$ cat src/rtl/lsau_consts.svh
// Constants of the link status and alarm unit
`ifndef LSAU_CONSTS_SVH
`define LSAU_CONSTS_SVH

// ----------------------------------------------------------------
// Clock and lamp timing
// ----------------------------------------------------------------
`define LSAU_CLK_KHZ        25000
`define LSAU_LAMP_ON_MS     200
`define LSAU_LAMP_OFF_MS    200
`define LSAU_LAMP_GAP_MS    1000
`define LSAU_SYNC_FILL      2'h3

// ----------------------------------------------------------------
// Status word layout
// ----------------------------------------------------------------
`define LSAU_ADDR_CNT       12
`define LSAU_ADDR_LOW_CNT   6
`define LSAU_STAT_RSP_LSB   0
`define LSAU_STAT_REQ_LSB   16
`define LSAU_STAT_PAD       4'h0
`define LSAU_STATUS_RESET   32'h0000_0000

// ----------------------------------------------------------------
// Alarm codes and blink counts
// ----------------------------------------------------------------
`define LSAU_CODE_HEAT      8'h21
`define LSAU_BLINK_HEAT     4'h2
`define LSAU_CODE_NVDATA    8'h41
`define LSAU_BLINK_NVDATA   4'h9
`define LSAU_CODE_SWITCH    8'h83
`define LSAU_BLINK_SWITCH   4'h7
`define LSAU_CODE_LINKERR   8'h84
`define LSAU_BLINK_LINKERR  4'h7
`define LSAU_CODE_DUPADDR   8'h86
`define LSAU_BLINK_DUPADDR  4'h7
`define LSAU_RATE_REQUIRED  4'h7
`define LSAU_ERR_LIMIT      2'h3

// ----------------------------------------------------------------
// History
// ----------------------------------------------------------------
`define LSAU_HIST_DEPTH     10

`endif

$ cat src/rtl/lsau_pkg.sv
// Types of the link status and alarm unit
package lsau_pkg;

  // Present alarm descriptor
  typedef struct packed {
    logic [7:0] code;
    logic [3:0] blinks;
    logic       stops_link;
    logic       power_only;
  } lsau_alarm_s;

  // Lamp sequencer states
  typedef enum logic [2:0] {
    LSAU_LAMP_IDLE   = 3'b000,
    LSAU_LAMP_ON     = 3'b001,
    LSAU_LAMP_OFF    = 3'b010,
    LSAU_LAMP_GAP    = 3'b011,
    LSAU_LAMP_STEADY = 3'b100
  } lsau_lamp_e;

  // History read request
  typedef struct packed {
    logic       rd;
    logic [3:0] index;
  } lsau_hist_req_s;

endpackage

$ cat src/rtl/lsau_hist_mem.sv
// Small alarm history memory with registered read data
`timescale 1ns/100ps
`default_nettype none
module lsau_hist_mem
  import lsau_pkg::*;
#(
  parameter int WIDTH = 8,
  parameter int DEPTH = 10
) (
  // Clock
  input  wire logic             clk,
  input  wire logic             clk_en,
  // Write side
  input  wire logic             wr,
  input  wire logic [3:0]       wr_addr,
  input  wire logic [WIDTH-1:0] wr_data,
  // Read side
  input  wire logic [3:0]       rd_addr,
  output var  logic [WIDTH-1:0] rd_data
);

  initial begin
    if (DEPTH < 1 || DEPTH > 16) begin
      $error("lsau_hist_mem: DEPTH out of range");
    end
  end

  logic [WIDTH-1:0] mem [DEPTH];

  always_ff @(posedge clk) begin
    if (clk_en && wr) begin
      mem[wr_addr] <= wr_data;
    end
  end

  always_ff @(posedge clk) begin
    if (clk_en) begin
      rd_data <= mem[rd_addr];
    end
  end

endmodule // lsau_hist_mem
`default_nettype wire

$ cat src/rtl/lsau_blink.sv
// Blink-coded fault lamp sequencer
`timescale 1ns/100ps
`default_nettype none
module lsau_blink
  import lsau_pkg::*;
#(
  parameter int unsigned ON_CYC  = 5000000,
  parameter int unsigned OFF_CYC = 5000000,
  parameter int unsigned GAP_CYC = 25000000
) (
  // Clock and reset
  input  wire logic       clk,
  input  wire logic       reset,
  input  wire logic       clk_en,
  // Control
  input  wire logic       active,
  input  wire logic       steady,
  input  wire logic [3:0] blinks,
  // Lamp
  output var  logic       lamp
);

  initial begin
    if (ON_CYC < 1 || OFF_CYC < 1 || GAP_CYC < 1) begin
      $error("lsau_blink: counts must be at least one");
    end
  end

  lsau_lamp_e  state;
  lsau_lamp_e  next_state;
  logic [31:0] timer;
  logic [3:0]  done_cnt;
  wire         timer_end = (timer == 32'h0000_0001);
  wire         last_blink = (done_cnt + 4'h1 >= blinks);

  always_comb begin
    next_state = state;
    case (state)
      LSAU_LAMP_IDLE:
        if (steady) next_state = LSAU_LAMP_STEADY;
        else if (active) next_state = LSAU_LAMP_ON;
      LSAU_LAMP_ON:
        if (timer_end) next_state = LSAU_LAMP_OFF;
      LSAU_LAMP_OFF:
        if (timer_end) begin
          next_state = last_blink ? LSAU_LAMP_GAP : LSAU_LAMP_ON;
        end
      LSAU_LAMP_GAP:
        if (timer_end) next_state = LSAU_LAMP_IDLE;
      LSAU_LAMP_STEADY:
        if (!steady) next_state = LSAU_LAMP_IDLE;
      default:
        next_state = LSAU_LAMP_IDLE;
    endcase
    if (!steady && !active) next_state = LSAU_LAMP_IDLE;
    else if (steady) next_state = LSAU_LAMP_STEADY;
  end

  always_ff @(posedge clk) begin
    if (reset) begin
      state    <= LSAU_LAMP_IDLE;
      timer    <= 32'h0000_0000;
      done_cnt <= 4'h0;
      lamp     <= 1'b0;
    end else if (clk_en) begin
      state <= next_state;
      lamp  <= (next_state == LSAU_LAMP_ON) ||
               (next_state == LSAU_LAMP_STEADY);
      if (next_state != state) begin
        case (next_state)
          LSAU_LAMP_ON:  timer <= ON_CYC;
          LSAU_LAMP_OFF: timer <= OFF_CYC;
          LSAU_LAMP_GAP: timer <= GAP_CYC;
          default:       timer <= 32'h0000_0000;
        endcase
      end else if (timer != 32'h0000_0000) begin
        timer <= timer - 32'h0000_0001;
      end
      if (next_state == LSAU_LAMP_IDLE) done_cnt <= 4'h0;
      else if (state == LSAU_LAMP_OFF && next_state == LSAU_LAMP_ON) begin
        done_cnt <= done_cnt + 4'h1;
      end
    end
  end

endmodule // lsau_blink
`default_nettype wire

$ cat src/rtl/lsau_top.sv
// Downstream link status word, alarm latch, history and lamp control
//
// Summary of operation
// - A status query pulse returns the link status word.
// - The status word is 32 bits wide.
// - Upper half bit m mirrors the connection enable of address m.
// - Lower half bit m is 1 only while address m exchanges correctly.
// - Bits 12 to 15 of both halves always read zero.
// - Any alarm drives the alarm flag output high.
// - Lamp blinks with the alarm's blink count from the clock after the flag rises.
// - Ten newest alarm records kept, read newest first, clearable.
// - Alarm reset command clears resettable alarms; reset clears all.
// - Power-only alarms ignore the reset command; no reset while lamp is steady.
// - Overheat gives code 21h, two blinks; link keeps running.
// - Damaged stored settings give code 41h, nine blinks.
// - Rate switch not equal to 7 gives code 83h, seven blinks.
// - Three consecutive link errors give 84h, stop link, power-only.
// - Duplicate address fault gives 86h, handled as link stopping.
// - Stopped link refuses parameter, maintenance and monitor forwarding.
// - Addresses 6 to 11 serviced only in twelve-axis mode.
`include "lsau_consts.svh"
`timescale 1ns/100ps
`default_nettype none
module lsau_top
  import lsau_pkg::*;
#(
  parameter int ADDR_CNT   = `LSAU_ADDR_CNT,
  parameter int HIST_DEPTH = `LSAU_HIST_DEPTH,
  parameter int unsigned LAMP_ON_CYC  = `LSAU_LAMP_ON_MS * `LSAU_CLK_KHZ,
  parameter int unsigned LAMP_OFF_CYC = `LSAU_LAMP_OFF_MS * `LSAU_CLK_KHZ,
  parameter int unsigned LAMP_GAP_CYC = `LSAU_LAMP_GAP_MS * `LSAU_CLK_KHZ
) (
  // Clock and reset
  input  wire logic        clk,
  input  wire logic        reset,
  input  wire logic        clk_en,
  // Configuration and pins
  input  wire logic [11:0] conn_enable,
  input  wire logic        twelve_axis_pin,
  input  wire logic [3:0]  rate_select_switch,
  input  wire logic        overheat_pin,
  // Fault events from the link and storage logic
  input  wire logic        xchg_done,
  input  wire logic [3:0]  xchg_addr,
  input  wire logic        xchg_ok,
  input  wire logic        dup_addr_fault,
  input  wire logic        nv_data_bad,
  input  wire logic        steady_fault,
  // Host commands
  input  wire logic        status_query,
  input  wire logic        alarm_reset_cmd,
  input  wire logic        hist_clear,
  input  wire lsau_hist_req_s hist_req,
  input  wire logic        fwd_req,
  // Answers
  output var  logic [31:0] status_word,
  output var  logic        status_valid,
  output var  logic [7:0]  hist_code,
  output var  logic        hist_present,
  output var  logic        hist_valid,
  output logic             fwd_grant,
  output logic             fwd_refuse,
  // Alarm outputs
  output var  logic        alarm_flag_output,
  output var  logic [7:0]  alarm_code,
  output var  logic        link_stop,
  output var  logic        twelve_axis_mode,
  output logic             fault_blink_lamp
);

  initial begin
    if (ADDR_CNT != `LSAU_ADDR_CNT) begin
      $error("lsau_top: status word holds exactly twelve addresses");
    end
    if (HIST_DEPTH < 1 || HIST_DEPTH > 16) begin
      $error("lsau_top: HIST_DEPTH out of range");
    end
  end

  // ----------------------------------------------------------------
  // Functions
  // ----------------------------------------------------------------
  function automatic lsau_alarm_s make_alarm(input logic [7:0] code,
                                             input logic [3:0] blinks,
                                             input logic       stop);
    lsau_alarm_s a;
    a.code       = code;
    a.blinks     = blinks;
    a.stops_link = stop;
    a.power_only = stop;
    return a;
  endfunction

  function automatic logic [3:0] hist_wrap(input logic [4:0] v);
    logic [4:0] d;
    d = v;
    if (d >= 5'(HIST_DEPTH)) d = d - 5'(HIST_DEPTH);
    return d[3:0];
  endfunction

  // ----------------------------------------------------------------
  // Pin synchronisers, change taken when stages two and three agree
  // ----------------------------------------------------------------
  logic [5:0] pin_s1;
  logic [5:0] pin_s2;
  logic [5:0] pin_s3;
  logic [5:0] pin_f;
  wire  [5:0] pin_raw = {twelve_axis_pin, overheat_pin, rate_select_switch};

  always_ff @(posedge clk) begin
    if (reset) begin
      // Stages start at the filter's idle value, no false change
      pin_s1 <= 6'h07;
      pin_s2 <= 6'h07;
      pin_s3 <= 6'h07;
      pin_f  <= 6'h07;
    end else if (clk_en) begin
      pin_s1 <= pin_raw;
      pin_s2 <= pin_s1;
      pin_s3 <= pin_s2;
      for (int i = 0; i < 6; i++) begin
        if (pin_s2[i] == pin_s3[i]) pin_f[i] <= pin_s3[i];
      end
    end
  end

  wire [3:0] rate_f     = pin_f[3:0];
  wire       overheat_f = pin_f[4];

  // Mode pin read once, when all stages hold real pin samples
  logic       mode_taken;
  logic [1:0] fill;
  always_ff @(posedge clk) begin
    if (reset) begin
      mode_taken       <= 1'b0;
      fill             <= 2'h0;
      twelve_axis_mode <= 1'b0;
    end else if (clk_en) begin
      if (fill != `LSAU_SYNC_FILL) fill <= fill + 2'h1;
      if (!mode_taken && fill == `LSAU_SYNC_FILL &&
          pin_s3[5] == pin_s2[5]) begin
        twelve_axis_mode <= pin_s3[5];
        mode_taken       <= 1'b1;
      end
    end
  end

  // ----------------------------------------------------------------
  // Status word
  // ----------------------------------------------------------------
  logic [11:0] rsp_bits;
  wire  [11:0] addr_serviced = twelve_axis_mode ? 12'hFFF : 12'h03F;
  wire  [11:0] live_rsp = rsp_bits & conn_enable & addr_serviced;
  wire  [31:0] status_now = {`LSAU_STAT_PAD, conn_enable,
                             `LSAU_STAT_PAD, live_rsp};
  wire         xchg_in_range = (xchg_addr < 4'(ADDR_CNT)) &&
                               addr_serviced[xchg_addr];

  always_ff @(posedge clk) begin
    if (reset) begin
      rsp_bits <= 12'h000;
    end else if (clk_en) begin
      if (link_stop) begin
        rsp_bits <= 12'h000;
      end else if (xchg_done && xchg_in_range) begin
        rsp_bits[xchg_addr] <= xchg_ok;
      end
    end
  end

  always_ff @(posedge clk) begin
    if (reset) begin
      status_word  <= `LSAU_STATUS_RESET;
      status_valid <= 1'b0;
    end else if (clk_en) begin
      status_valid <= status_query;
      if (status_query) status_word <= status_now;
    end
  end

  // ----------------------------------------------------------------
  // Consecutive link error counter
  // ----------------------------------------------------------------
  logic [1:0] err_run;
  wire        xchg_bad = xchg_done && xchg_in_range && !xchg_ok;
  always_ff @(posedge clk) begin
    if (reset) begin
      err_run <= 2'h0;
    end else if (clk_en && xchg_done && xchg_in_range) begin
      if (xchg_ok) err_run <= 2'h0;
      else if (err_run != `LSAU_ERR_LIMIT) err_run <= err_run + 2'h1;
    end
  end
  wire linkerr_hit = xchg_bad && (err_run == `LSAU_ERR_LIMIT - 2'h1);

  // ----------------------------------------------------------------
  // Alarm source selection, fixed priority
  // ----------------------------------------------------------------
  wire heat_hit   = overheat_f;
  wire switch_hit = mode_taken && (rate_f != `LSAU_RATE_REQUIRED);
  wire any_hit    = heat_hit | nv_data_bad | switch_hit |
                    linkerr_hit | dup_addr_fault;
  lsau_alarm_s new_alarm;
  always_comb begin
    if (linkerr_hit) begin
      new_alarm = make_alarm(`LSAU_CODE_LINKERR, `LSAU_BLINK_LINKERR,
                             1'b1);
    end else if (dup_addr_fault) begin
      new_alarm = make_alarm(`LSAU_CODE_DUPADDR, `LSAU_BLINK_DUPADDR,
                             1'b1);
    end else if (nv_data_bad) begin
      new_alarm = make_alarm(`LSAU_CODE_NVDATA, `LSAU_BLINK_NVDATA,
                             1'b1);
    end else if (switch_hit) begin
      new_alarm = make_alarm(`LSAU_CODE_SWITCH, `LSAU_BLINK_SWITCH,
                             1'b1);
    end else begin
      new_alarm = make_alarm(`LSAU_CODE_HEAT, `LSAU_BLINK_HEAT,
                             1'b0);
    end
  end

  // ----------------------------------------------------------------
  // Present alarm latch
  // ----------------------------------------------------------------
  lsau_alarm_s cur_alarm;
  wire reset_ok = alarm_reset_cmd && alarm_flag_output &&
                  !cur_alarm.power_only && !steady_fault;
  wire raise    = any_hit && (!alarm_flag_output || reset_ok);

  always_ff @(posedge clk) begin
    if (reset) begin
      alarm_flag_output <= 1'b0;
      cur_alarm         <= '0;
      alarm_code        <= 8'h00;
      link_stop         <= 1'b0;
    end else if (clk_en) begin
      if (raise) begin
        alarm_flag_output <= 1'b1;
        cur_alarm         <= new_alarm;
        alarm_code        <= new_alarm.code;
        link_stop         <= new_alarm.stops_link;
      end else if (reset_ok) begin
        alarm_flag_output <= 1'b0;
        cur_alarm         <= '0;
        alarm_code        <= 8'h00;
        link_stop         <= 1'b0;
      end
    end
  end

  // Forwarding to downstream products is gated by the link stop
  assign fwd_grant  = fwd_req && !link_stop;
  assign fwd_refuse = fwd_req && link_stop;

  // ----------------------------------------------------------------
  // Alarm history, newest first
  // ----------------------------------------------------------------
  logic [3:0] hist_wp;
  logic [4:0] hist_cnt;
  wire        hist_wr    = raise && clk_en;
  wire  [3:0] newest     = hist_wrap(5'(hist_wp) + 5'(HIST_DEPTH) - 5'h01);
  wire  [3:0] hist_rd_ad = hist_wrap(5'(newest) + 5'(HIST_DEPTH) -
                                     5'(hist_req.index));
  wire        idx_ok     = 5'(hist_req.index) < hist_cnt;

  always_ff @(posedge clk) begin
    if (reset) begin
      hist_wp      <= 4'h0;
      hist_cnt     <= 5'h00;
      hist_valid   <= 1'b0;
      hist_present <= 1'b0;
    end else if (clk_en) begin
      hist_valid <= hist_req.rd;
      if (hist_req.rd) hist_present <= idx_ok;
      if (hist_wr) begin
        hist_wp <= hist_wrap(5'(hist_wp) + 5'h01);
      end
      if (hist_wr) begin
        if (hist_cnt != 5'(HIST_DEPTH)) hist_cnt <= hist_cnt + 5'h01;
      end else if (hist_clear) begin
        hist_cnt <= 5'h00;
      end
    end
  end

  lsau_hist_mem #(
    .WIDTH (8),
    .DEPTH (HIST_DEPTH)
  ) u_hist (
    .clk     (clk),
    .clk_en  (clk_en),
    .wr      (hist_wr),
    .wr_addr (hist_wp),
    .wr_data (new_alarm.code),
    .rd_addr (hist_rd_ad),
    .rd_data (hist_code)
  );

  // ----------------------------------------------------------------
  // Fault lamp
  // ----------------------------------------------------------------
  lsau_blink #(
    .ON_CYC  (LAMP_ON_CYC),
    .OFF_CYC (LAMP_OFF_CYC),
    .GAP_CYC (LAMP_GAP_CYC)
  ) u_blink (
    .clk    (clk),
    .reset  (reset),
    .clk_en (clk_en),
    .active (alarm_flag_output),
    .steady (steady_fault),
    .blinks (cur_alarm.blinks),
    .lamp   (fault_blink_lamp)
  );

endmodule // lsau_top
`default_nettype wire

$ cat config.mk
export PLATFORM = sky130hd
export DESIGN_NAME = lsau_top
export DESIGN_NICKNAME = d
export VERILOG_FILES = /design/src/rtl/lsau_pkg.sv /design/src/rtl/lsau_hist_mem.sv /design/src/rtl/lsau_blink.sv /design/src/rtl/lsau_top.sv
export VERILOG_INCLUDE_DIRS = /design/src /design/src/rtl
export SDC_FILE = /design/constraint.sdc
export NUM_CORES = 1
export LEC_CHECK = 0
export BUFFER_PORTS_ARGS = -buffer_cell sky130_fd_sc_hd__clkbuf_2
export CORE_ASPECT_RATIO = 0.5
export CORE_MARGIN = 1
export CORE_UTILIZATION = 60
export CTS_CLUSTER_DIAMETER = 200
export DETAILED_ROUTE_END_ITERATION = 12
export PLACE_DENSITY = 0.77
export SYNTH_ARGS = -nofsm -noshare
export SYNTH_HDL_FRONTEND = slang
export SYNTH_HIERARCHICAL = 1
export SYNTH_SLANG_ARGS = --single-unit
export TNS_END_PERCENT = 100
$ cat constraint.sdc
create_clock -name clk -period 11.7 [get_ports clk]
set_clock_uncertainty 0.1 [all_clocks]
set_input_delay 1.755 -clock clk [delete_from_list [all_inputs] [get_ports clk]]
set_output_delay 1.755 -clock clk [all_outputs]
set_load 0.01 [all_outputs]
==> qor.json, run 1 <==
{
  "status": "complete, no violations",
  "startpoint_type": "register",
  "internal_power_mw": 1.48,
  "p_clk_share_pct": 25.8,
  "detailed_place_hpwl_um": 15300,
  "slew_headroom_pct": 16.7,
  "cts.sink_count": 214,
  "critical-path-max-stage-delay_ps": 580,
  "cts.repair_timing.setup_buffer_count": 0,
  "die_area_um2": 17500,
  "synth_most_common_cell": "dfxtp_1",
  "crit-reg2reg-launch": "hist_wp[0]",
  "drt-initial-drc-count": 556,
  "post_synth_num_cell_types": 69,
  "ctsHoldBuffers": 0,
  "start_util_pct": 61.8,
  "antenna_found_initial": 0,
  "netSwitchingFraction_pct": 35.3,
  "cts.reportedPaths.clkPinSlew_ps": 60,
  "detail_route.drc_violations": 0,
  "netlist_top_cells_area": "edfxtp_1 26%, dfxtp_1 25%, a21oi_1 4.7%, nand2_1 4.5%, mux2_2 3.6%",
  "cp_num_buf_inv": 3,
  "overall_global_routing_resource_usage_pct": 25.9,
  "std_cell_rows": 33,
  "synth_seq_cells": 214,
  "finalCoreUtilization_pct": 68.2,
  "fin_setup_tns_ps": 0,
  "floorplan.die.width_um": 186,
  "report.power.total_mw": 2.29,
  "crit_path_required_time_ps": 11830,
  "cp.arrival_ps": 5220,
  "timing.final.setup_violations": 0,
  "asr_flop_ratio_synth_pct": 0,
  "synth.top_cells.by_count": "126 x dfxtp_1, 122 x nand2_1, 96 x a21oi_1",
  "synth_area_per_cell_um2": 9.80,
  "cts-buffers-inserted": 19,
  "library_cell_used_as_clock_root_buffer": "clkbuf_16",
  "setup.worst_path.class": "reg2reg",
  "critical-path-slowest-cell": "dfxtp_1",
  "num_antenna_cells": 0,
  "grt_setup_unrepaired": "false",
  "filler_cell_count": 1282,
  "dpl.cell_count": 1316,
  "holdWs_ps": 354,
  "place_congestion": 0.865,
  "pwr-share-comb_pct": 35.7,
  "ys.warnings.count": 6,
  "yosysSeqAreaShare_pct": 50.7,
  "holdCritStartpoint": "status_word[2]",
  "io_buffer_count": 85,
  "seqPwrFrac_pct": 38.5,
  "max_vdd_drop_uv": 119,
  "yosys_most_used_dff": "dfxtp_1",
  "route.detailed.vias_per_inst": 5.87,
  "most_common_cell_type_on_the_critical_path": "ha_1",
  "holdCritPathClass": "reg2reg",
  "design.portCount": 96,
  "cellPowerDensity_nw_per_um2": 204,
  "clockBufferDepth": 3,
  "wire_length_of_the_first_global_routing_pass_um": 36200,
  "power.switching_mw": 0.810,
  "first_global_vias": 7369,
  "fmax_mhz": 196,
  "synth_top_area_share_pct": 25.9,
  "syn_inst": 1039,
  "globalRouteOverflowTotal": 0,
  "worstSetupEndpointType": "register",
  "final_max_slew_viol_count": 0,
  "post-route-cell-area_um2": 11200,
  "routed-via-count": 7914,
  "maxCapViolCount": 0,
  "dr.pass1.iters": 5,
  "post-route-min-period_ps": 5090,
  "cp_top_family": "adder cells",
  "register_area_um2": 5160,
  "setup_slack_ps": 6610,
  "finish.net_count": 1178,
  "syn2layout_area_growth_pct": 10.3,
  "crit_path_max_fo": 12,
  "clock_insertion_delay_worst_skew_ps": 490,
  "worstSetupStartpoint": "hist_wp[0]",
  "avgRoutedWirePerCell_um": 16.6,
  "dpl-instance-area_um2": 10700,
  "postRouteAntennaNets": 0,
  "cts-resized-gates": 0,
  "tritoncts": "yes",
  "worst_slew_pin_slew_ps": 1240,
  "final_clock_period_utilization_by_the_worst_path_pct": 43.5,
  "cts_htree_levels": 1,
  "crit_chain": "ha_1, xnor2_1, ha_1, inv_1, a21o_1, a21oi_1, nand2_1, xor2_1, ha_1, inv_1, ha_1, inv_1, fa_1, ha_1, a21oi_1, nor2_1, xnor2_1, nor2b_1, a22o_1, o31ai_1",
  "core_area_um2": 16500,
  "multi_input_comb_area_um2": 4600,
  "instances_no_fill": 1349,
  "place_ws_ps": 6670,
  "final-hold-violation-count": 0,
  "power.static_leakage_nw": 4.32,
  "grt_max_degree": 85,
  "synth_enable_flop_cells": 88,
  "route.final.wire_length_um": 22400,
  "final_layout_size_suffix_gt1_share_pct": 14.9,
  "yosys.area.top_type": "edfxtp_1",
  "dieHeight_um": 94.1,
  "synth.cell_area_um2": 10200
}
[final timing paths]
check                      endpoint  cells past startpoint  slack [ps]
setup / recovery  u_hist/rd_data[2]                     20        6610
hold reg to reg      status_word[2]                      2         350
setup reg to reg  u_hist/rd_data[2]                     20        6610
hold / removal       status_word[2]                      2         350
[power groups by stage]
stage	logic (mW)	registers (mW)	clock network (mW)
finish	0.820	0.883	0.591
global route	0.889	0.889	0.636
CTS	0.805	0.883	0.603
detailed placement	0.795	0.899	0
global placement	0.755	0.897	0
floorplan	0.632	0.899	0
[sequential cells by signal, summed over array words and instances, names as in the netlist, 4 cells and up]
register	count
u_hist/mem	80
pin_s1	6
pin_s2	6
pin_s3	6
alarm_code	5
rsp_bits	12
pin_f	5
u_hist/rd_data	8
hist_wp	4
hist_cnt	5
u_blink/timer	32
status_word	24
u_blink/done_cnt	4
[final cells by class]
type                    count  area share (%)
inverters                  37            1.24
repair buffers             92            4.25
flip-flops and latches    214            46.0
well taps                 227            2.53
multi-input cells         747            40.9
clock inverters             3           0.156
clock buffers              29            4.93
[placed cells by master (no fill, tap or decap), drive strengths merged, types with 10 or more instances in the layout]
cell type,count
clkbuf,114
nand3,30
nand2b,12
dfxtp,126
o21ai,63
mux2i,32
a21oi,97
inv,37
mux2,33
nand2,124
ha,27
or4,12
nor2,84
edfxtp,88
nor4,18
xnor2,10
and2,13
o31ai,11
nor3,30
a21o,11
conb,30
[metal layers]
layer  up-vias  wire [um]  GRT usage (%)
li1       3851          -              -
met1      3756      10200           35.6
met2       263      10200           42.1
met3        44       1520           4.88
met4         0        465           6.56
met5         -          0              0
[tightest hold or removal path, cell delays in order, from the launching register on]
cell and delay (ps):
dfxtp_1 310, nand2_1 50, a21oi_1 50
[cell families (layout without fill, tap and decap cells)]
group                    Yosys count  after routing  share of synthesized area (%)
XOR/XNOR                          14             14                           1.20
buffers and inverters            107            161                           5.22
adder cells (fa/ha/maj)           28             28                           3.51
AO/OA/AOI/OAI                    245            245                           14.9
AND/OR/NAND/NOR                  365            365                           17.7
multiplexers                      65             65                           6.79
flip-flops                       214            214                           50.7
other                              1             30                         0.0368
Power figures use the tool's default switching activity.
==> run 2: changes to the inputs <==
==> constraint.sdc (replaced) <==
create_clock -name clk -period 4.8 [get_ports clk]
set_clock_uncertainty 0.1 [all_clocks]
set_input_delay 0.72 -clock clk [delete_from_list [all_inputs] [get_ports clk]]
set_output_delay 0.72 -clock clk [all_outputs]
set_load 0.01 [all_outputs]
==> run 2 against run 1 <==
Net effect: clock power grew to 2.6 times the previous value; critical path depth increased by 1; global-route usage grew 0.18 points; design area grew 1.8%; sequential power increased by 140%; count of clock-buffer cells in the layout unchanged; register-to-register slack worse by 6400 ps; routed wire length is 2.8% higher; final cell count increased by 0.74%; utilization is 1.2 points higher.
==> qor.json, run 2 (synthesis results as in run 1) <==
{
  "status": "complete, no violations",
  "holdCritPathClass": "in2reg",
  "place_congestion": {"value": 0.897, "change": "+3.7%"},
  "globalRouteOverflowTotal": {"value": 0, "change": "unchanged"},
  "cts-buffers-inserted": {"value": 19, "change": "unchanged"},
  "finish.net_count": {"value": 1187, "change": "+0.76%"},
  "grt_max_degree": {"value": 58, "change": "-32%"},
  "tritoncts": "yes",
  "clock_insertion_delay_worst_skew": {"value": 490, "unit": "ps", "change": "about the same"},
  "avgRoutedWirePerCell": {"value": 16.9, "unit": "um", "change": "+2.0%"},
  "power.static_leakage": {"value": 4.42, "unit": "nW", "change": "+2.3%"},
  "dr.pass1.iters": {"value": 5, "change": "unchanged"},
  "worstSetupEndpointType": "register",
  "num_antenna_cells": {"value": 0, "change": "unchanged"},
  "seqPwrFrac": {"value": 36.3, "unit": "%", "change": "-2.2 points"},
  "crit_path_required_time": {"value": 4990, "unit": "ps", "change": "-6840 ps"},
  "pwr-share-comb": {"value": 38.0, "unit": "%", "change": "+2.3 points"},
  "setup_slack": {"value": 162, "unit": "ps", "change": "-6450 ps"},
  "clockBufferDepth": {"value": 3, "change": "unchanged"},
  "cts.sink_count": {"value": 214, "change": "unchanged"},
  "fmax": {"value": 216, "unit": "MHz", "change": "+9.7%"},
  "final-hold-violation-count": {"value": 0, "change": "unchanged"},
  "post-route-min-period": {"value": 4640, "unit": "ps", "change": "-452 ps"},
  "finalCoreUtilization": {"value": 69.4, "unit": "%", "change": "+1.2 points"},
  "setup.worst_path.class": "reg2reg",
  "filler_cell_count": {"value": 1274, "change": "-0.62%"},
  "maxCapViolCount": {"value": 0, "change": "unchanged"},
  "report.power.total": {"value": 5.94, "unit": "mW", "change": "+160%"},
  "internal_power": {"value": 3.86, "unit": "mW", "change": "+160%"},
  "cellPowerDensity": {"value": 519, "unit": "nW/um2", "change": "+150%"},
  "final_max_slew_viol_count": {"value": 0, "change": "unchanged"},
  "detail_route.drc_violations": {"value": 0, "change": "unchanged"},
  "power.switching": {"value": 2.08, "unit": "mW", "change": "+160%"},
  "place_ws": {"value": -144, "unit": "ps", "change": "-6820 ps"},
  "start_util": {"value": 61.8, "unit": "%", "change": "unchanged"},
  "rrSetupSlack": {"value": 160, "unit": "ps", "change": "-6450 ps"},
  "ctsHoldBuffers": {"value": 0, "change": "unchanged"},
  "registers.top_by_ff_count": "u_hist/mem",
  "floorplan.die.width": {"value": 186, "unit": "um", "change": "unchanged"},
  "final_layout_size_suffix_gt1_share": {"value": 16.9, "unit": "%", "change": "+2.0 points"},
  "drt-initial-drc-count": {"value": 589, "change": "+5.9%"},
  "antenna_found_initial": {"value": 0, "change": "unchanged"},
  "routed-via-count": {"value": 8000, "change": "+1.1%"},
  "library_cell_used_as_clock_root_buffer": "clkbuf_16",
  "final_clock_period_utilization_by_the_worst_path": {"value": 96.6, "unit": "%", "change": "+53 points"},
  "max_vdd_drop": {"value": 385, "unit": "uV", "change": "+220%"},
  "die_area": {"value": 17500, "unit": "um2", "change": "unchanged"},
  "dieHeight": {"value": 94.1, "unit": "um", "change": "unchanged"},
  "cts.reportedPaths.clkPinSlew": {"value": 60, "unit": "ps", "change": "about the same"},
  "netSwitchingFraction": {"value": 35.0, "unit": "%", "change": "-0.35 points"},
  "wire_length_of_the_first_global_routing_pass": {"value": 36100, "unit": "um", "change": "-0.27%"},
  "layout.cells.most_common_list": "124 x dfxtp_1, 121 x nand2_1, 95 x a21oi_1, 88 x edfxtp_1, 84 x clkbuf_2",
  "biggestRegsByFlops": "u_hist/mem x80, u_blink/timer x32, status_word x24",
  "io_buffer_count": {"value": 85, "change": "unchanged"},
  "crit_path_max_fo": {"value": 11, "change": "-1"},
  "std_cell_rows": {"value": 33, "change": "unchanged"},
  "route.detailed.vias_per_inst": {"value": 5.89, "change": "+0.34%"},
  "first_global_vias": {"value": 7293, "change": "-1.0%"},
  "dpl-instance-area": {"value": 10700, "unit": "um2", "change": "+0.68%"},
  "largest_register_ffs": {"value": 80, "change": "unchanged"},
  "holdWs": {"value": 348, "unit": "ps", "change": "-5.54 ps"},
  "core_area": {"value": 16500, "unit": "um2", "change": "unchanged"},
  "worst_slew_pin_slew": {"value": 883, "unit": "ps", "change": "-356 ps"},
  "cts_htree_levels": {"value": 1, "change": "unchanged"},
  "detailed_place_hpwl": {"value": 15600, "unit": "um", "change": "+1.9%"},
  "cp.arrival": {"value": 4830, "unit": "ps", "change": "-390 ps"},
  "route.final.wire_length": {"value": 23000, "unit": "um", "change": "+2.8%"},
  "syn2layout_area_growth_pct": 12.2,
  "postRouteAntennaNets": {"value": 0, "change": "unchanged"},
  "post-route-cell-area": {"value": 11400, "unit": "um2", "change": "+1.8%"},
  "most_common_cell_after_layout_fill_and_taps_aside": "dfxtp_1",
  "overall_global_routing_resource_usage": {"value": 26.1, "unit": "%", "change": "+0.18 points"},
  "timing.final.setup_violations": {"value": 0, "change": "unchanged"},
  "p_clk_share": {"value": 25.7, "unit": "%", "change": "about the same"},
  "slew_headroom": {"value": 40.7, "unit": "%", "change": "+24 points"},
  "startpoint_type": "register",
  "design.portCount": {"value": 96, "change": "unchanged"}
}
## run 2: cell type report
cell class                 instances  area, um2  area share, %
tap                              227        284           2.48
clock inverter                     4       43.8          0.383
inverter                          37        139           1.21
timing repair buffer             101        561           4.90
sequential                       214       5170           45.2
clock buffer                      29        574           5.02
multi-input combinational        747       4660           40.8
## run 2: repair_timing
| item | in CTS | in global routing |
|---|---|---|
| pin swaps | 0 | 1 |
| setup buffers | 1 | 1 |
| endpoints found under the setup margin | 8 | 8 |
| resized for setup | 4 | 13 |
## run 2: worst paths after layout
check,startpoint,end,cells past startpoint
worst max-delay path,hist_wp[1],u_hist/rd_data[7],21
worst min-delay path,rate_select_switch[0],pin_s1[0],3
worst max register to register,hist_wp[1],u_hist/rd_data[7],21
worst min register to register,status_word[1],status_word[1],2
## run 2: power groups by stage
stage               clock network (mW)  registers [mW]  logic [mW]
detailed placement                   0            2.19        1.95
finish                            1.53            2.15        2.26
floorplan                            0            2.19        1.54
global route                      1.62            2.17        2.44
CTS                               1.55            2.15        2.03
global placement                     0            2.19        1.84
## run 2: through the flow
stage	cells	setup TNS, ps
2_1_floorplan	1068	0
3_3_place_gp	1324	0
3_5_place_dp	1324	-820
4_1_cts	1358	0
5_1_grt	1359	-354
6_report	1359	0
## run 2: worst max-delay path, cell delays in order, from the launching register on
cell     delay [ps]
dfxtp_4         400
inv_1            50
ha_1            350
ha_2            240
inv_1            90
a21o_1          190
a21oi_2         170
nand2_1         110
xor2_1          150
ha_1            270
inv_1            60
ha_1            160
inv_1            60
fa_1            570
ha_1            210
a21oi_1          80
nor2_2          180
mux2i_2         210
buf_4           190
nor2_2          100
a22o_1          220
o31ai_1         280
## run 2: metal layers
| metal | track usage (%) | up-vias | part of all wire (%) |
|---|---|---|---|
| li1 | - | 3867 | - |
| met1 | 33.8 | 3822 | 44 |
| met2 | 44.1 | 269 | 47 |
| met3 | 5.50 | 42 | 6.8 |
| met4 | 7.65 | 0 | 2.2 |
| met5 | 0 | - | 0 |
==> run 3: changes to the inputs <==
--- a/config.mk
+++ b/config.mk
@@ -12,6 +12,7 @@
 export CORE_UTILIZATION = 60
 export CTS_CLUSTER_DIAMETER = 200
 export DETAILED_ROUTE_END_ITERATION = 12
+export MAX_ROUTING_LAYER = met4
 export PLACE_DENSITY = 0.77
 export SYNTH_ARGS = -nofsm -noshare
 export SYNTH_HDL_FRONTEND = slang
==> run 3 against run 2 <==
Net effect: global-route usage increased by 0.78 points; non-clock buffer count unchanged; sequential share of layout area unchanged; hold slack got worse by 1.1 ps; via count increased by 1.4%; worst setup slack improved by 25 ps; final cell count unchanged; register-to-register slack improved by 20 ps; maximum frequency increased by 0.54%; clock power about the same; critical path type unchanged; critical endpoint is now u_hist/rd_data[1]; highest routed layer unchanged.
==> qor.json, run 3 (synthesis results as in run 1) <==
{
  "num_antenna_cells": {"value": 0, "change": "unchanged"},
  "clock_insertion_delay_worst_skew": {"value": 490, "unit": "ps", "change": "about the same"},
  "crit-reg2reg-launch": "hist_wp[1]",
  "crit_path_max_fo": {"value": 11, "change": "unchanged"},
  "dr.pass1.iters": {"value": 5, "change": "unchanged"},
  "routed-via-count": {"value": 8115, "change": "+1.4%"},
  "worst_slew_pin_slew": {"value": 885, "unit": "ps", "change": "+1.74 ps"},
  "largest_register_ffs": {"value": 80, "change": "unchanged"},
  "met1_usage": {"value": 34.1, "unit": "%", "change": "+0.27 points"},
  "register_area": {"value": 5170, "unit": "um2", "change": "unchanged"},
  "first_global_vias": {"value": 7301, "change": "+0.11%"},
  "cp.arrival": {"value": 4820, "unit": "ps", "change": "about the same"},
  "maxCapViolCount": {"value": 0, "change": "unchanged"},
  "syn2layout_area_growth": {"value": 12.2, "unit": "%", "change": "unchanged"},
  "worstSetupEndpointType": "register",
  "status": "complete, no violations",
  "post-route-cell-area": {"value": 11400, "unit": "um2", "change": "unchanged"},
  "dpl-instance-area": {"value": 10700, "unit": "um2", "change": "unchanged"},
  "power.static_leakage": {"value": 4.42, "unit": "nW", "change": "unchanged"},
  "fin_setup_tns": {"value": 0, "unit": "ps", "change": "unchanged"},
  "post-route-min-period": {"value": 4610, "unit": "ps", "change": "-24.8 ps"},
  "instances_no_fill": {"value": 1359, "change": "unchanged"},
  "overall_global_routing_resource_usage": {"value": 26.9, "unit": "%", "change": "+0.78 points"},
  "max_vdd_drop": {"value": 382, "unit": "uV", "change": "-0.79%"},
  "cellPowerDensity": {"value": 519, "unit": "nW/um2", "change": "about the same"},
  "core_area": {"value": 16500, "unit": "um2", "change": "unchanged"},
  "cts.reportedPaths.clkPinSlew": {"value": 70, "unit": "ps", "change": "about the same"},
  "registers.top_by_ff_count": "u_hist/mem",
  "globalRouteOverflowTotal": {"value": 0, "change": "unchanged"},
  "postRouteAntennaNets": {"value": 0, "change": "unchanged"},
  "startpoint_type": "register",
  "avgRoutedWirePerCell": {"value": 16.9, "unit": "um", "change": "about the same"},
  "antenna_found_initial": {"value": 0, "change": "unchanged"},
  "place_congestion": {"value": 0.912, "change": "+1.7%"},
  "final-hold-violation-count": {"value": 0, "change": "unchanged"},
  "biggestRegsByFlops": "u_hist/mem x80, u_blink/timer x32, status_word x24",
  "dieHeight": {"value": 94.1, "unit": "um", "change": "unchanged"},
  "dpl.cell_count": {"value": 1324, "change": "unchanged"},
  "report.power.total": {"value": 5.94, "unit": "mW", "change": "about the same"},
  "setup_slack": {"value": 187, "unit": "ps", "change": "+24.8 ps"},
  "most_common_cell_after_layout_fill_and_taps_aside": "dfxtp_1",
  "final_layout_size_suffix_gt1_share": {"value": 16.9, "unit": "%", "change": "unchanged"},
  "std_cell_rows": {"value": 33, "change": "unchanged"},
  "place_ws": {"value": -144, "unit": "ps", "change": "unchanged"},
  "global_route.usage.met2": {"value": 43.9, "unit": "%", "change": "-0.12 points"},
  "slew_headroom": {"value": 40.5, "unit": "%", "change": "-0.12 points"},
  "detailed_place_hpwl": {"value": 15600, "unit": "um", "change": "unchanged"},
  "design.portCount": {"value": 96, "change": "unchanged"},
  "setup.worst_path.class": "reg2reg",
  "holdWs": {"value": 347, "unit": "ps", "change": "-1.13 ps"},
  "clockBufferDepth": {"value": 3, "change": "unchanged"},
  "io_buffer_count": {"value": 85, "change": "unchanged"},
  "final_clock_period_utilization_by_the_worst_path": {"value": 96.1, "unit": "%", "change": "-0.52 points"},
  "holdCritStartpoint": "rate_select_switch[0]",
  "grt.busiest_layer": "met2",
  "grt_max_degree": {"value": 58, "change": "unchanged"},
  "die_area": {"value": 17500, "unit": "um2", "change": "unchanged"},
  "drt-initial-drc-count": {"value": 576, "change": "-2.2%"},
  "finish.net_count": {"value": 1187, "change": "unchanged"},
  "timing.final.setup_violations": {"value": 0, "change": "unchanged"},
  "crit_path_required_time": {"value": 5000, "unit": "ps", "change": "about the same"},
  "worstSetupStartpoint": "hist_wp[1]",
  "final_max_slew_viol_count": {"value": 0, "change": "unchanged"},
  "grtUsageMet3": {"value": 5.35, "unit": "%", "change": "-0.16 points"},
  "filler_cell_count": {"value": 1274, "change": "unchanged"},
  "route.final.wire_length": {"value": 23000, "unit": "um", "change": "about the same"},
  "layout.cells.most_common_list": "124 x dfxtp_1, 121 x nand2_1, 95 x a21oi_1, 88 x edfxtp_1, 84 x clkbuf_2",
  "detail_route.drc_violations": {"value": 0, "change": "unchanged"},
  "cts_htree_levels": {"value": 1, "change": "unchanged"},
  "holdCritPathClass": "in2reg",
  "cts-buffers-inserted": {"value": 19, "change": "unchanged"},
  "finalCoreUtilization": {"value": 69.4, "unit": "%", "change": "unchanged"},
  "wire_length_of_the_first_global_routing_pass": {"value": 36100, "unit": "um", "change": "about the same"},
  "library_cell_used_as_clock_root_buffer": "clkbuf_16",
  "multi_input_comb_area": {"value": 4660, "unit": "um2", "change": "unchanged"},
  "route.detailed.vias_per_inst": {"value": 5.97, "change": "+1.4%"},
  "tritoncts": "yes",
  "floorplan.die.width": {"value": 186, "unit": "um", "change": "unchanged"},
  "fmax": {"value": 217, "unit": "MHz", "change": "+0.54%"},
  "start_util": {"value": 61.8, "unit": "%", "change": "unchanged"},
  "cts.sink_count": {"value": 214, "change": "unchanged"}
}
-- run 3: cell counts in the layout (fill, tap and decap cells not counted) --
No cell type changed its count.
-- run 3: cell type report --
cell class                      instances  area share (%)
Timing Repair Buffer                  101            4.90
Clock buffer                           29            5.02
Tap cell                              227            2.48
Sequential cell                       214            45.2
Multi-Input combinational cell        747            40.8
Inverter                               37            1.21
Clock inverter                          4           0.383
-- run 3: worst max-delay path: stages (launching register included) --
cell and delay, ps:
dfxtp_4 400, inv_1 50, ha_1 350, ha_2 240
inv_1 90, a21o_1 200, a21oi_2 170, nand2_1 110
xor2_1 150, ha_1 270, inv_1 60, ha_1 160
inv_1 60, fa_1 570, ha_1 210, a21oi_1 80
nor2_2 180, mux2i_2 210, buf_4 190, nor2_2 100
a22o_1 230, o31ai_1 250
-- run 3: per-layer routing --
layer	vias to the layer above	routed length [um]
li1	3872	-
met1	3882	10100
met2	305	10800
met3	56	1520
met4	0	553
met5	-	0
-- run 3: what timing repair did --
item,CTS,global route
setup endpoints to repair,8,8
hold buffers,0,0
setup buffers,1,1
pin swaps,0,1
gates resized for setup,4,13
-- run 3: path summary, 6_finish.rpt --
kind | to | slack, ps | cells after the start
worst min register to register | status_word[1] | 350 | 2
worst max register to register | u_hist/rd_data[1] | 190 | 21
worst min-delay path | pin_s1[0] | 350 | 3
worst max-delay path | u_hist/rd_data[1] | 190 | 21
-- run 3: where the power goes --
part / total [mW] / switching (mW) / internal, mW
Combinational: 2.26 / 1.34 / 0.914
Sequential: 2.15 / 0.0831 / 2.07
Clock: 1.53 / 0.650 / 0.878
Total: 5.94 / 2.08 / 3.86
